`src/rtl/swcp_regs.svh`:
```
`ifndef SWCP_REGS_SVH
`define SWCP_REGS_SVH

// ----------------------------------------
// memory function command codes
// ----------------------------------------
`define SWCP_CMD_WRITE_SP 8'h0f
`define SWCP_CMD_READ_SP 8'haa
`define SWCP_CMD_COPY_SP 8'h55

// ----------------------------------------
// protection codes
// ----------------------------------------
`define SWCP_CODE_WP 8'h55
`define SWCP_CODE_EPROM 8'haa
`define SWCP_CODE_OPEN 8'h00

// ----------------------------------------
// address map
// ----------------------------------------
`define SWCP_ADDR_PROT0 16'h0080
`define SWCP_ADDR_COPY_PROT 16'h0084
`define SWCP_ADDR_FACTORY 16'h0085
`define SWCP_ADDR_LIMIT 16'h0088

// ----------------------------------------
// ending offset / status byte layout
// ----------------------------------------
`define SWCP_ES_AA_BIT 7
`define SWCP_ES_PF_BIT 5
`define SWCP_ES_LAST_OFS 3'h7
`define SWCP_PF_RESET 1'b1
`define SWCP_AA_RESET 1'b0
`define SWCP_OD_RESET 1'b0

// ----------------------------------------
// data patterns
// ----------------------------------------
`define SWCP_CRC_POLY_REV 16'ha001
`define SWCP_ALT_PATTERN 8'haa
`define SWCP_IDLE_BYTE 8'hff

`endif

```
`src/rtl/swcp_pkg.sv`:
```
`default_nettype none
package swcp_pkg;
  typedef enum logic [3:0] {
    st_cmd,
    st_w_ta1,
    st_w_ta2,
    st_w_data,
    st_w_crc,
    st_r_hdr,
    st_r_data,
    st_r_crc,
    st_c_ta1,
    st_c_ta2,
    st_c_es,
    st_c_busy,
    st_c_done,
    st_idle
  } swcp_state_t;
endpackage
`default_nettype wire

```
`src/rtl/swcp_core.sv`:
```
// Notes on behaviour
// - only whole 8-byte rows from a row boundary are copyable
// - page code 55h: scratchpad gets existing memory, incoming data dropped
// - page code aah: scratchpad gets incoming data and memory ANDed
// - other page codes: incoming data stored unchanged
// - protection byte holding 55h or aah is itself locked
// - page code 55h alone does not block a copy; copy refreshes the page
// - copy protection 55h/aah blocks register row and write-protected pages
// - ending offset loads low address bits, increments per data byte after the first
// - status bit 5 set on power loss or short write
// - status byte is read only; bits 3, 4, 6 read zero
// - status bit 7 set when a copy is started; any scratchpad write clears it
// - nonzero low address bits on write block the following copy
// - scratchpad read sends address low, high, status, then data
// - standard speed after reset; overdrive only once switched
// - bad address or short writes are accepted, copy then blocked
// - write: 2 address bytes then data stored from low address offset
// - only complete bytes are stored; offset names the last one
// - write crc cleared, then command, address and data shifted in
// - at offset 7 the master may read the inverted crc
// - copy needs match, valid address, clear partial flag, no protection
// - page protection bytes at 0080h-0083h, copy protection at 0084h
`include "swcp_regs.svh"
`default_nettype none
module swcp_core (
  input wire logic ref_clk_in,
  input wire logic reset_n_in,
  input wire logic xfer_end_in,
  input wire logic rx_valid_in,
  input wire logic [7:0] rx_byte_in,
  input wire logic tx_ready_in,
  input wire logic od_set_in,
  input wire logic od_clr_in,
  input wire logic [7:0] mem_rd_data_in,
  input wire logic [31:0] prot_codes_in,
  input wire logic [7:0] copy_prot_in,
  input wire logic copy_done_in,
  output logic tx_valid_out,
  output logic [7:0] tx_byte_out,
  output logic [15:0] mem_addr_out,
  output logic copy_start_out,
  output logic [15:0] copy_addr_out,
  output logic [63:0] copy_data_out,
  output logic overdrive_flag_out
);
  // ----------------------------------------
  // state
  // ----------------------------------------
  swcp_pkg::swcp_state_t state_r;
  swcp_pkg::swcp_state_t state_nxt;
  logic [1:0] cnt_r;
  logic [1:0] cnt_nxt;
  logic [7:0] ta_lo_r;
  logic [7:0] ta_lo_nxt;
  logic [7:0] ta_hi_r;
  logic [7:0] ta_hi_nxt;
  logic [2:0] e_r;
  logic [2:0] e_nxt;
  logic pf_r;
  logic pf_nxt;
  logic aa_r;
  logic aa_nxt;
  logic wfirst_r;
  logic wfirst_nxt;
  logic [2:0] rofs_r;
  logic [2:0] rofs_nxt;
  logic auth_r;
  logic auth_nxt;
  logic [7:0] sp_r [8];
  logic [7:0] sp_nxt [8];
  logic [7:0] tx_byte_r;
  logic [7:0] tx_byte_nxt;
  logic tx_valid_r;
  logic tx_valid_nxt;
  logic copy_start_r;
  logic copy_start_nxt;
  logic od_r;
  logic od_nxt;
  logic [15:0] mem_addr_r;
  logic [15:0] mem_addr_nxt;

  logic crc_clr;
  logic crc_en;
  logic [7:0] crc_data;
  logic [15:0] crc_val;
  logic [15:0] addr_w;
  logic [2:0] wofs;
  logic [7:0] es_w;
  logic [7:0] page_code;
  logic [7:0] merged;
  logic addr_ok;
  logic cp_block;

  // ----------------------------------------
  // derived terms
  // ----------------------------------------
  assign addr_w = {ta_hi_r, ta_lo_r};
  assign wofs = wfirst_r ? e_r : e_r + 3'h1;
  assign es_w = {aa_r, 1'b0, pf_r, 2'b00, e_r};
  assign page_code = prot_codes_in[{ta_lo_r[6:5], 3'b000} +: 8];
  assign addr_ok = (addr_w < `SWCP_ADDR_LIMIT) && (ta_lo_r[2:0] == 3'h0);
  // a 55h page alone never blocks, so a refresh copy is possible
  assign cp_block = (copy_prot_in == `SWCP_CODE_WP || copy_prot_in == `SWCP_CODE_EPROM) &&
                    ((addr_w >= `SWCP_ADDR_PROT0) ||
                     (page_code == `SWCP_CODE_WP));

  swcp_merge swcp_merge_inst (
    .addr_in({addr_w[15:3], wofs}),
    .new_in(rx_byte_in),
    .old_in(mem_rd_data_in),
    .prot_codes_in(prot_codes_in),
    .byte_out(merged)
  );

  swcp_crc16 swcp_crc16_inst (
    .ref_clk_in(ref_clk_in),
    .reset_n_in(reset_n_in),
    .clr_in(crc_clr),
    .en_in(crc_en),
    .data_in(crc_data),
    .crc_out(crc_val)
  );

  // ----------------------------------------
  // command sequencer
  // ----------------------------------------
  always_comb begin
    state_nxt = state_r;
    cnt_nxt = cnt_r;
    ta_lo_nxt = ta_lo_r;
    ta_hi_nxt = ta_hi_r;
    e_nxt = e_r;
    pf_nxt = pf_r;
    aa_nxt = aa_r;
    wfirst_nxt = wfirst_r;
    rofs_nxt = rofs_r;
    auth_nxt = auth_r;
    sp_nxt = sp_r;
    tx_byte_nxt = tx_byte_r;
    tx_valid_nxt = 1'b0;
    copy_start_nxt = 1'b0;
    crc_clr = 1'b0;
    crc_en = 1'b0;
    crc_data = rx_byte_in;
    // memory read runs one cycle ahead of the byte that needs it
    mem_addr_nxt = {addr_w[15:3], wofs};
    od_nxt = od_r;
    if (od_clr_in) begin
      od_nxt = 1'b0;
    end else if (od_set_in) begin
      od_nxt = 1'b1;
    end
    if (tx_ready_in) begin
      tx_valid_nxt = 1'b1;
      tx_byte_nxt = `SWCP_IDLE_BYTE;
    end
    if (xfer_end_in) begin
      state_nxt = swcp_pkg::st_cmd;
    end else begin
      unique case (state_r)
        swcp_pkg::st_cmd: begin
          if (rx_valid_in) begin
            crc_clr = 1'b1;
            crc_en = 1'b1;
            cnt_nxt = 2'h0;
            if (rx_byte_in == `SWCP_CMD_WRITE_SP) begin
              aa_nxt = 1'b0;
              pf_nxt = 1'b1;
              state_nxt = swcp_pkg::st_w_ta1;
            end else if (rx_byte_in == `SWCP_CMD_READ_SP) begin
              state_nxt = swcp_pkg::st_r_hdr;
            end else if (rx_byte_in == `SWCP_CMD_COPY_SP) begin
              auth_nxt = 1'b1;
              state_nxt = swcp_pkg::st_c_ta1;
            end else begin
              state_nxt = swcp_pkg::st_idle;
            end
          end
        end
        swcp_pkg::st_w_ta1: begin
          if (rx_valid_in) begin
            crc_en = 1'b1;
            ta_lo_nxt = rx_byte_in;
            e_nxt = rx_byte_in[2:0];
            wfirst_nxt = 1'b1;
            state_nxt = swcp_pkg::st_w_ta2;
          end
        end
        swcp_pkg::st_w_ta2: begin
          if (rx_valid_in) begin
            crc_en = 1'b1;
            ta_hi_nxt = rx_byte_in;
            state_nxt = swcp_pkg::st_w_data;
          end
        end
        swcp_pkg::st_w_data: begin
          // the link only presents complete bytes; a cut-off byte never shows
          if (rx_valid_in) begin
            crc_en = 1'b1;
            sp_nxt[wofs] = merged;
            e_nxt = wofs;
            wfirst_nxt = 1'b0;
            if (wofs == `SWCP_ES_LAST_OFS) begin
              pf_nxt = 1'b0;
              cnt_nxt = 2'h0;
              state_nxt = swcp_pkg::st_w_crc;
            end
          end
        end
        swcp_pkg::st_w_crc, swcp_pkg::st_r_crc: begin
          if (tx_ready_in) begin
            if (cnt_r == 2'h0) begin
              tx_byte_nxt = ~crc_val[7:0];
            end else if (cnt_r == 2'h1) begin
              tx_byte_nxt = ~crc_val[15:8];
            end
            if (cnt_r != 2'h2) begin
              cnt_nxt = cnt_r + 2'h1;
            end
          end
        end
        swcp_pkg::st_r_hdr: begin
          if (tx_ready_in) begin
            crc_en = 1'b1;
            if (cnt_r == 2'h0) begin
              tx_byte_nxt = ta_lo_r;
            end else if (cnt_r == 2'h1) begin
              tx_byte_nxt = ta_hi_r;
            end else begin
              tx_byte_nxt = es_w;
            end
            crc_data = tx_byte_nxt;
            if (cnt_r == 2'h2) begin
              rofs_nxt = ta_lo_r[2:0];
              state_nxt = swcp_pkg::st_r_data;
            end else begin
              cnt_nxt = cnt_r + 2'h1;
            end
          end
        end
        swcp_pkg::st_r_data: begin
          if (tx_ready_in) begin
            crc_en = 1'b1;
            tx_byte_nxt = sp_r[rofs_r];
            crc_data = sp_r[rofs_r];
            if (rofs_r == e_r) begin
              cnt_nxt = 2'h0;
              state_nxt = swcp_pkg::st_r_crc;
            end else begin
              rofs_nxt = rofs_r + 3'h1;
            end
          end
        end
        swcp_pkg::st_c_ta1: begin
          if (rx_valid_in) begin
            auth_nxt = auth_r && (rx_byte_in == ta_lo_r);
            state_nxt = swcp_pkg::st_c_ta2;
          end
        end
        swcp_pkg::st_c_ta2: begin
          if (rx_valid_in) begin
            auth_nxt = auth_r && (rx_byte_in == ta_hi_r);
            state_nxt = swcp_pkg::st_c_es;
          end
        end
        swcp_pkg::st_c_es: begin
          if (rx_valid_in) begin
            if (auth_r && rx_byte_in == es_w && addr_ok && !pf_r && !cp_block) begin
              aa_nxt = 1'b1;
              copy_start_nxt = 1'b1;
              state_nxt = swcp_pkg::st_c_busy;
            end else begin
              state_nxt = swcp_pkg::st_idle;
            end
          end
        end
        swcp_pkg::st_c_busy: begin
          if (copy_done_in) begin
            state_nxt = swcp_pkg::st_c_done;
          end
        end
        swcp_pkg::st_c_done: begin
          if (tx_ready_in) begin
            tx_byte_nxt = `SWCP_ALT_PATTERN;
          end
        end
        swcp_pkg::st_idle: begin
          state_nxt = swcp_pkg::st_idle;
        end
      endcase
    end
  end

  always_ff @(posedge ref_clk_in or negedge reset_n_in) begin
    if (!reset_n_in) begin
      state_r <= swcp_pkg::st_cmd;
      cnt_r <= 2'h0;
      ta_lo_r <= 8'h00;
      ta_hi_r <= 8'h00;
      e_r <= 3'h0;
      pf_r <= `SWCP_PF_RESET;
      aa_r <= `SWCP_AA_RESET;
      wfirst_r <= 1'b1;
      rofs_r <= 3'h0;
      auth_r <= 1'b0;
      for (int i = 0; i < 8; i++) begin
        sp_r[i] <= 8'hff;
      end
      tx_byte_r <= `SWCP_IDLE_BYTE;
      tx_valid_r <= 1'b0;
      copy_start_r <= 1'b0;
      od_r <= `SWCP_OD_RESET;
      mem_addr_r <= 16'h0000;
    end else begin
      state_r <= state_nxt;
      cnt_r <= cnt_nxt;
      ta_lo_r <= ta_lo_nxt;
      ta_hi_r <= ta_hi_nxt;
      e_r <= e_nxt;
      pf_r <= pf_nxt;
      aa_r <= aa_nxt;
      wfirst_r <= wfirst_nxt;
      rofs_r <= rofs_nxt;
      auth_r <= auth_nxt;
      sp_r <= sp_nxt;
      tx_byte_r <= tx_byte_nxt;
      tx_valid_r <= tx_valid_nxt;
      copy_start_r <= copy_start_nxt;
      od_r <= od_nxt;
      mem_addr_r <= mem_addr_nxt;
    end
  end

  // ----------------------------------------
  // outputs
  // ----------------------------------------
  assign tx_valid_out = tx_valid_r;
  assign tx_byte_out = tx_byte_r;
  assign mem_addr_out = mem_addr_r;
  assign copy_start_out = copy_start_r;
  assign copy_addr_out = addr_w;
  assign copy_data_out = {sp_r[7], sp_r[6], sp_r[5], sp_r[4],
                          sp_r[3], sp_r[2], sp_r[1], sp_r[0]};
  assign overdrive_flag_out = od_r;
endmodule
`default_nettype wire

```
`src/rtl/swcp_crc16.sv`:
```
`include "swcp_regs.svh"
`default_nettype none
module swcp_crc16 (
  input wire logic ref_clk_in,
  input wire logic reset_n_in,
  input wire logic clr_in,
  input wire logic en_in,
  input wire logic [7:0] data_in,
  output logic [15:0] crc_out
);
  logic [15:0] crc_r;
  logic [15:0] crc_nxt;

  // clear and shift may coincide: the byte then starts a fresh sum
  always_comb begin
    crc_nxt = clr_in ? 16'h0000 : crc_r;
    if (en_in) begin
      for (int i = 0; i < 8; i++) begin
        if (crc_nxt[0] ^ data_in[i]) begin
          crc_nxt = (crc_nxt >> 1) ^ `SWCP_CRC_POLY_REV;
        end else begin
          crc_nxt = crc_nxt >> 1;
        end
      end
    end
  end

  always_ff @(posedge ref_clk_in or negedge reset_n_in) begin
    if (!reset_n_in) begin
      crc_r <= 16'h0000;
    end else begin
      crc_r <= crc_nxt;
    end
  end

  assign crc_out = crc_r;
endmodule
`default_nettype wire

```
`src/rtl/swcp_merge.sv`:
```
`include "swcp_regs.svh"
`default_nettype none
module swcp_merge (
  input wire logic [15:0] addr_in,
  input wire logic [7:0] new_in,
  input wire logic [7:0] old_in,
  input wire logic [31:0] prot_codes_in,
  output logic [7:0] byte_out
);
  logic [7:0] code;

  always_comb begin
    code = `SWCP_CODE_OPEN;
    if (addr_in < `SWCP_ADDR_PROT0) begin
      code = prot_codes_in[{addr_in[6:5], 3'b000} +: 8];
    end else if (addr_in <= `SWCP_ADDR_COPY_PROT) begin
      // a protection byte holding either code locks itself
      if (old_in == `SWCP_CODE_WP || old_in == `SWCP_CODE_EPROM) begin
        code = `SWCP_CODE_WP;
      end
    end else if (addr_in == `SWCP_ADDR_FACTORY) begin
      code = `SWCP_CODE_WP;
    end
    if (code == `SWCP_CODE_WP) begin
      byte_out = old_in;
    end else if (code == `SWCP_CODE_EPROM) begin
      byte_out = new_in & old_in;
    end else begin
      byte_out = new_in;
    end
  end
endmodule
`default_nettype wire

```
`config.mk`:
```
export PLATFORM = sky130hd
export DESIGN_NAME = swcp_core
export DESIGN_NICKNAME = d
export VERILOG_FILES = /design/src/rtl/swcp_pkg.sv /design/src/rtl/swcp_core.sv /design/src/rtl/swcp_crc16.sv /design/src/rtl/swcp_merge.sv
export VERILOG_INCLUDE_DIRS = /design/src /design/src/rtl
export SDC_FILE = /design/constraint.sdc
export NUM_CORES = 1
export LEC_CHECK = 0
export BUFFER_PORTS_ARGS = -buffer_cell sky130_fd_sc_hd__buf_4
export CELL_PAD_IN_SITES_DETAIL_PLACEMENT = 0
export CELL_PAD_IN_SITES_GLOBAL_PLACEMENT = 2
export CORE_MARGIN = 2
export CORE_UTILIZATION = 38
export CTS_CLUSTER_SIZE = 25
export DETAILED_ROUTE_END_ITERATION = 10
export GPL_ROUTABILITY_DRIVEN = 0
export GPL_TIMING_DRIVEN = 0
export PLACE_DENSITY = 0.88
export SLEW_MARGIN = 30
export SYNTH_ARGS = -nofsm -noshare
export SYNTH_HDL_FRONTEND = slang
export SYNTH_SLANG_ARGS = --single-unit
```
`constraint.sdc`:
```
create_clock -name ref_clk_in -period 7.8 [get_ports ref_clk_in]
set_input_delay 1.17 -clock ref_clk_in [delete_from_list [all_inputs] [get_ports ref_clk_in]]
set_output_delay 1.17 -clock ref_clk_in [all_outputs]
set_load 0.05 [all_outputs]
```
Word-level counts from Yosys, hierarchy flattened. Index checks and enable logic that the tools add are counted.

Bits in registers: 139. Input bits: 64. Output and inout port bits: 107. Word-level logic and storage cells: 274.

Add/sub/neg operators: 3. Magnitude comparators: 7. Equality and inequality tests: 65. Shift operators: 1. Multiplexer cells: 114. Bitwise gates (word level): 22. Reductions and logical operators: 38.

Operator list (number): $mux 16 (17); $mux 8 (20); $bwmux 64 (1); $mux 4 (16); $pmux 4 s11 (1); $ne 2x2->1 const B (21); $eq 8x7->1 const B (5); $ne 3x3->1 const B (13); $eq 8x8->1 const B (4); $lt 16x8->1 const B (2); $pmux 8 s4 (1); $shiftx 32x6->8 (1); $mux 1 (27); $mux 3 (9); $bmux 8 s3 (1); $demux 8 s3 (1); $eq 4x4->1 const B (6); $eq 8x8->1 (3); $not 2->3 (8); $mux 2 (9); $reduce_and 6->1 (3); $eq 16x8->1 const B (1); $eq 4x3->1 const B (4); $ge 16x8->1 const B (1); 40 further kinds (75).

Depth between registers and ports, before layout.
Depth after elaboration: 31. Gate-level depth with buffers: 12. Depth with buffers taken out: 11.

Cells and area by module. Synthesis repeated with hierarchy kept, for this count alone.

Cell total of the unflattened synthesis: 761. Area total of the unflattened synthesis: 8361.8 µm².

Modules (own cells, without submodules): swcp_core (times used 1, cells an instance 616, area an instance 6884.1 µm², sequential area each 3170.5 µm²); swcp_crc16 (times used 1, cells an instance 97, area an instance 974.7 µm², sequential area each 400.4 µm²); swcp_merge (times used 1, cells an instance 48, area an instance 503.0 µm², sequential area each 0.0 µm²).

Least setup slack after synthesis. No wires, ideal clock.

Path kind: input-to-reg. Start point: input tx_ready_in. End point: register swcp_crc16_inst.crc_r[0] (netlist: swcp_crc16_inst.crc_out[0]). Setup time: 125 ps. Arrival time: 3715 ps. Data required time: 7675 ps. Path slack: 3961 ps. Cell stages on the path: 10. Path buffers: 1. Path through: clkbuf_1 > and3b_1 > a211oi_1 > a21oi_1 > o21ai_0 > xor2_1 > xnor3_1 > xor3_2 > xnor3_1 > mux2_2.

Word-level cells in the longest chain between the ends: 27. Elaborated cells on any way between the ends: 31. Those cells by class: 23 x mux; 8 x bitwise.

Ends and longest elaborated chain: start, declared (RTL line swcp_core.sv:31) `input wire logic tx_ready_in,`; $mux 8, on equally long branches (RTL line swcp_core.sv:242, swcp_core.sv:223); $pmux 8 s2 (RTL line swcp_core.sv:160) `unique case (state_r)`; $mux 8 (RTL line swcp_core.sv:157) `if (xfer_end_in) begin`; $xor 1x1->1 (RTL line swcp_crc16.sv:19) `if (crc_nxt[0] ^ data_in[i]) begin`; $mux 16 (RTL line swcp_crc16.sv:19); $mux 16 (RTL line swcp_crc16.sv:17) `if (en_in) begin`; $xor 1x1->1 (RTL line swcp_crc16.sv:19); $mux 16 (RTL line swcp_crc16.sv:19); [... 12 more ...]; $mux 16 (RTL line swcp_crc16.sv:17); $xor 1x1->1 (RTL line swcp_crc16.sv:19); $mux 16 (RTL line swcp_crc16.sv:19); $mux 16 (RTL line swcp_crc16.sv:17); $xor 1x1->1 (RTL line swcp_crc16.sv:19); $mux 16 (RTL line swcp_crc16.sv:19); $mux 16 * (RTL line swcp_crc16.sv:17); via swcp_crc16_inst.crc_nxt[0] (RTL line swcp_crc16.sv:12) `logic [15:0] crc_nxt;`; end signal, assigned (RTL line swcp_crc16.sv:32) `crc_r <= crc_nxt;`; end, declared (RTL line swcp_crc16.sv:11) `logic [15:0] crc_r;`.

Mark *: on every way through the listed nets, which the timed path passes. The rest lies on a longest branch. The select of a mux whose other input is x is not followed. A chain may end at the register's enable or synchronous reset.

Final worst setup path. Ends and elaborated chain as after synthesis.

==> implementation parameters <==
Parameter                              Value

Worst setup path
  Required time of the critical path ... 8.12 ns
  CP max stage delay ... 0.62 ns
  CP Cell Sequence ... buf_4 -> clkbuf_1 -> and3b_1 -> a211oi_1 -> a21oi_1 -> o21ai_0 -> xor2_1 -> xnor3_1 -> xor3_2 -> xnor3_1 -> mux2_2
  Category of the worst setup path launch point ... primary input
  Dominant cell type by count on the critical path ... xnor3_1
  Slowest library cell on the worst path ... a211oi_1
  Top Family by Delay on Critical Path ... XOR/XNOR gates
  Highest fanout seen on the critical path ... 10
  WP buf/inv ... 2
  Signal arrival time at the worst endpoint ... between 4 and 5 ns
  Nature of the critical path endpoint ... flop
  Critical path class ... in -> reg

CTS
  Num Clock Sinks ... ~140
  Number of gates given a new drive strength after cts ... 0
  CTS Root Buffer Type ... clkbuf_16
  Clock tree from TritonCTS ... built
  Clk_lat worst skew ... 0.44 ns
  Clock transition at the registers of the reported paths ... 0.07 ns
  Post-CTS Setup Repair Bufs ... 0
  CTS Hold Buffers Added ... 0
  Maximum buffer depth of the clock tree ... 2
  Clock buffer count from CTS ... 17
  Count of H-tree levels built during CTS ... 4

Floorplan
  Chip Width ... between 100 and 150 um
  Die span in y ... 150 um
  Number of top-level pins ... 171
  Number of cell rows ... 53
  Die outline area ... 22400 um2
  Effective utilization at floorplan ... 38.5%
  Area of the core ... 21000 um2

Global routing
  Global-route wire length before repair ... 39600 um
  Overall global routing resource usage ... a little under a quarter
  Initial antenna violation count ... 0
  Global-route congestion overflow total ... 0
  Number of global-route vias before repair ... 6621
  Pin count of the biggest net entering global routing ... 77

Synthesis
  Count of distinct cell types in the synthesized netlist ... 63
  Mean cell area of the mapped netlist ... 10.9 um2
  Fraction of registers with async set/reset ... 100%
  Top_reg_cell synth ... dfstp_2
  Cell Area, Synth ... 8060 um2
  Post-synthesis instance total ... 737
  Number of synthesized register bits ... 139
  Part of the Yosys area used for sequential elements ... around 44%
  Synthesis Warnings ... 0
  Number of enable flip-flop cells after synthesis ... 0
  Net count of the mapped netlist ... 806

Final layout
  Most common cell after layout, fill and taps aside ... buf_4
  Final core occ ... 49.3%
  Area added between synthesis and finish ... 28.2%
  Top library cells by usage in the layout, fill and taps aside ... 179 x buf_4, 89 x mux2_2, 76 x nand2_1, 74 x dfstp_2, 65 x dfrtp_1
  Layout filler cell count ... 2025
  Layout Nets ... 994
  Post-Layout Inst Area ... 10300 um2
  Antenna fix cells ... 0
  Ratio of cells with drive above 1 in the final layout ... 44.0%

Hold path
  Worst min-delay path category ... reg -> reg

Timing
  Final-report hold violation count ... 0
  Max Clk Rate ... ~230 MHz
  Final Slew Violations ... 0
  RSZ-0062 raised after global routing ... no
  Max-Slew Margin vs Limit ... 35.8%
  Total of endpoints with negative setup slack in the final report ... 0
  Share of the clock period used by the worst path ... 55.6%
  Slew @ Worst Pin ... ~0.96 ns
  Post-route minimum period ... 4.33 ns
  Clock tree skew after final layout ... 0.0132 ns
  Post-route setup TNS ... 0 ns
  Worst Hold Margin ... approximately 0.40 ns

Drt
  Total wirelength of the detailed-routed design ... between 20000 and 30000 um
  Residual antenna-violating net count after detailed routing ... 0
  Via count normalized by instance count ... ~5.4
  Number of iterations in the first detailed-routing pass ... 5
  Routed vias ... between 6000 and 7000
  Residual DRC ... 0
  Count of routing violations after the opening detailed-route iteration ... 399
  Wire per inst ... between 20 and 25 um

Placement
  Dpl hpwl ... roughly 19000 um
  IO buf count ... 165
  Dpl cell area ... 9720 um2

Power and ir drop
  Overall power consumption ... 4.28 mW
  Static power due to leakage ... 4.49 nW
  Pwr/cell area ... 414 nW/um2
  Largest vdd supply drop ... 0.000186 V

Status
  Status ... completed

Run
  Max-cap violation count ... 0
==> sequential cells by signal, indices dropped and copies added (netlist names), 3 cells and up <==
| register | flops |
|---|---|
| ta_lo_r | 8 |
| state_r | 4 |
| e_r | 3 |
| ta_hi_r | 8 |
| tx_byte_out | 8 |
| mem_addr_out | 16 |
| copy_data_out | 64 |
| swcp_crc16_inst.crc_out | 16 |
| rofs_r | 3 |
==> through the flow <==
step                worst slack [ns]  instances
global route                    3.33       1213
detailed placement              3.11       1181
floorplan                       3.96        737
CTS                             3.58       1213
global placement                3.14       1177
finish                          3.47       1213
==> cell usage after synthesis, types with 4 or more instances <==
cell | number | area (um2)
buf_1 | 8 | 30.0
nor2b_1 | 9 | 56.3
nor3_1 | 13 | 65.1
mux4_1 | 6 | 158
buf_4 | 13 | 97.6
nor4_1 | 8 | 50.1
nand2b_1 | 8 | 50.1
ha_1 | 5 | 62.6
a211oi_1 | 8 | 60.1
a22oi_1 | 4 | 30.0
dfstp_2 | 74 | 1940
xnor2_1 | 13 | 114
o22a_1 | 8 | 70.1
dfrtp_1 | 65 | 1630
a31oi_1 | 7 | 43.8
buf_2 | 5 | 25.0
nor2_1 | 59 | 221
and3_1 | 4 | 25.0
nand4_1 | 7 | 43.8
nand2_1 | 76 | 285
inv_1 | 9 | 33.8
nor4bb_1 | 10 | 100
a22o_1 | 4 | 35.0
o21ai_0 | 37 | 185
nand3_1 | 7 | 35.0
nand3b_1 | 4 | 30.0
xor2_1 | 22 | 193
mux4_2 | 18 | 405
mux2_2 | 89 | 1000
clkbuf_1 | 31 | 116
a21oi_1 | 36 | 180
mux2i_1 | 18 | 180
==> final cells by class <==
type | count | area [um2] | area share, %
clock inverter | 15 | 194 | 1.88
multi-input combinational | 530 | 4190 | 40.5
timing repair buffer | 169 | 1290 | 12.5
buffer | 58 | 280 | 2.71
clock buffer | 17 | 425 | 4.12
sequential | 139 | 3570 | 34.5
tap | 275 | 344 | 3.33
inverter | 10 | 37.5 | 0.363
==> logic make-up (layout without fill, tap and decap cells) <==
family | count (synthesis) | count (layout) | synth area share [%]
AND/OR/NAND/NOR | 225 | 225 | 14.0
buffers and inverters | 68 | 269 | 3.94
XOR/XNOR | 40 | 40 | 5.15
adder cells (fa/ha/maj) | 5 | 5 | 0.776
flip-flops | 139 | 139 | 44.3
AO/OA/AOI/OAI | 128 | 128 | 9.89
multiplexers | 132 | 132 | 21.9
==> per-layer routing <==
layer	share of wire (%)	up-vias	routed length, um	global-route usage (%)
met5	0	-	0	0
met4	1.4	0	356	6.46
met3	6.7	27	1720	5.98
met2	48	207	12300	37.7
met1	44	3297	11200	31.8
li1	-	3061	-	-
==> power by group <==
part	leakage (nW)	switching [mW]	internal, mW
logic	2.61	1.36	0.844
clock network	0.300	0.393	0.438
registers	1.58	0.216	1.03
total	4.49	1.97	2.31
==> worst paths after layout <==
path	slack, ns	depth (start not counted)	startpoint	to
max	3.47	11	tx_ready_in	swcp_crc16_inst.crc_out[0]
max in group asynchronous	6.33	2	reset_n_in	copy_data_out[55]
min reg2reg	0.40	0	ta_lo_r[7]	mem_addr_out[7]
max reg2reg	3.79	12	cnt_r[1]	swcp_crc16_inst.crc_out[0]
min	0.40	0	ta_lo_r[7]	mem_addr_out[7]
min in group asynchronous	0.67	1	reset_n_in	mem_addr_out[5]
(Power assumes the default switching activity.)
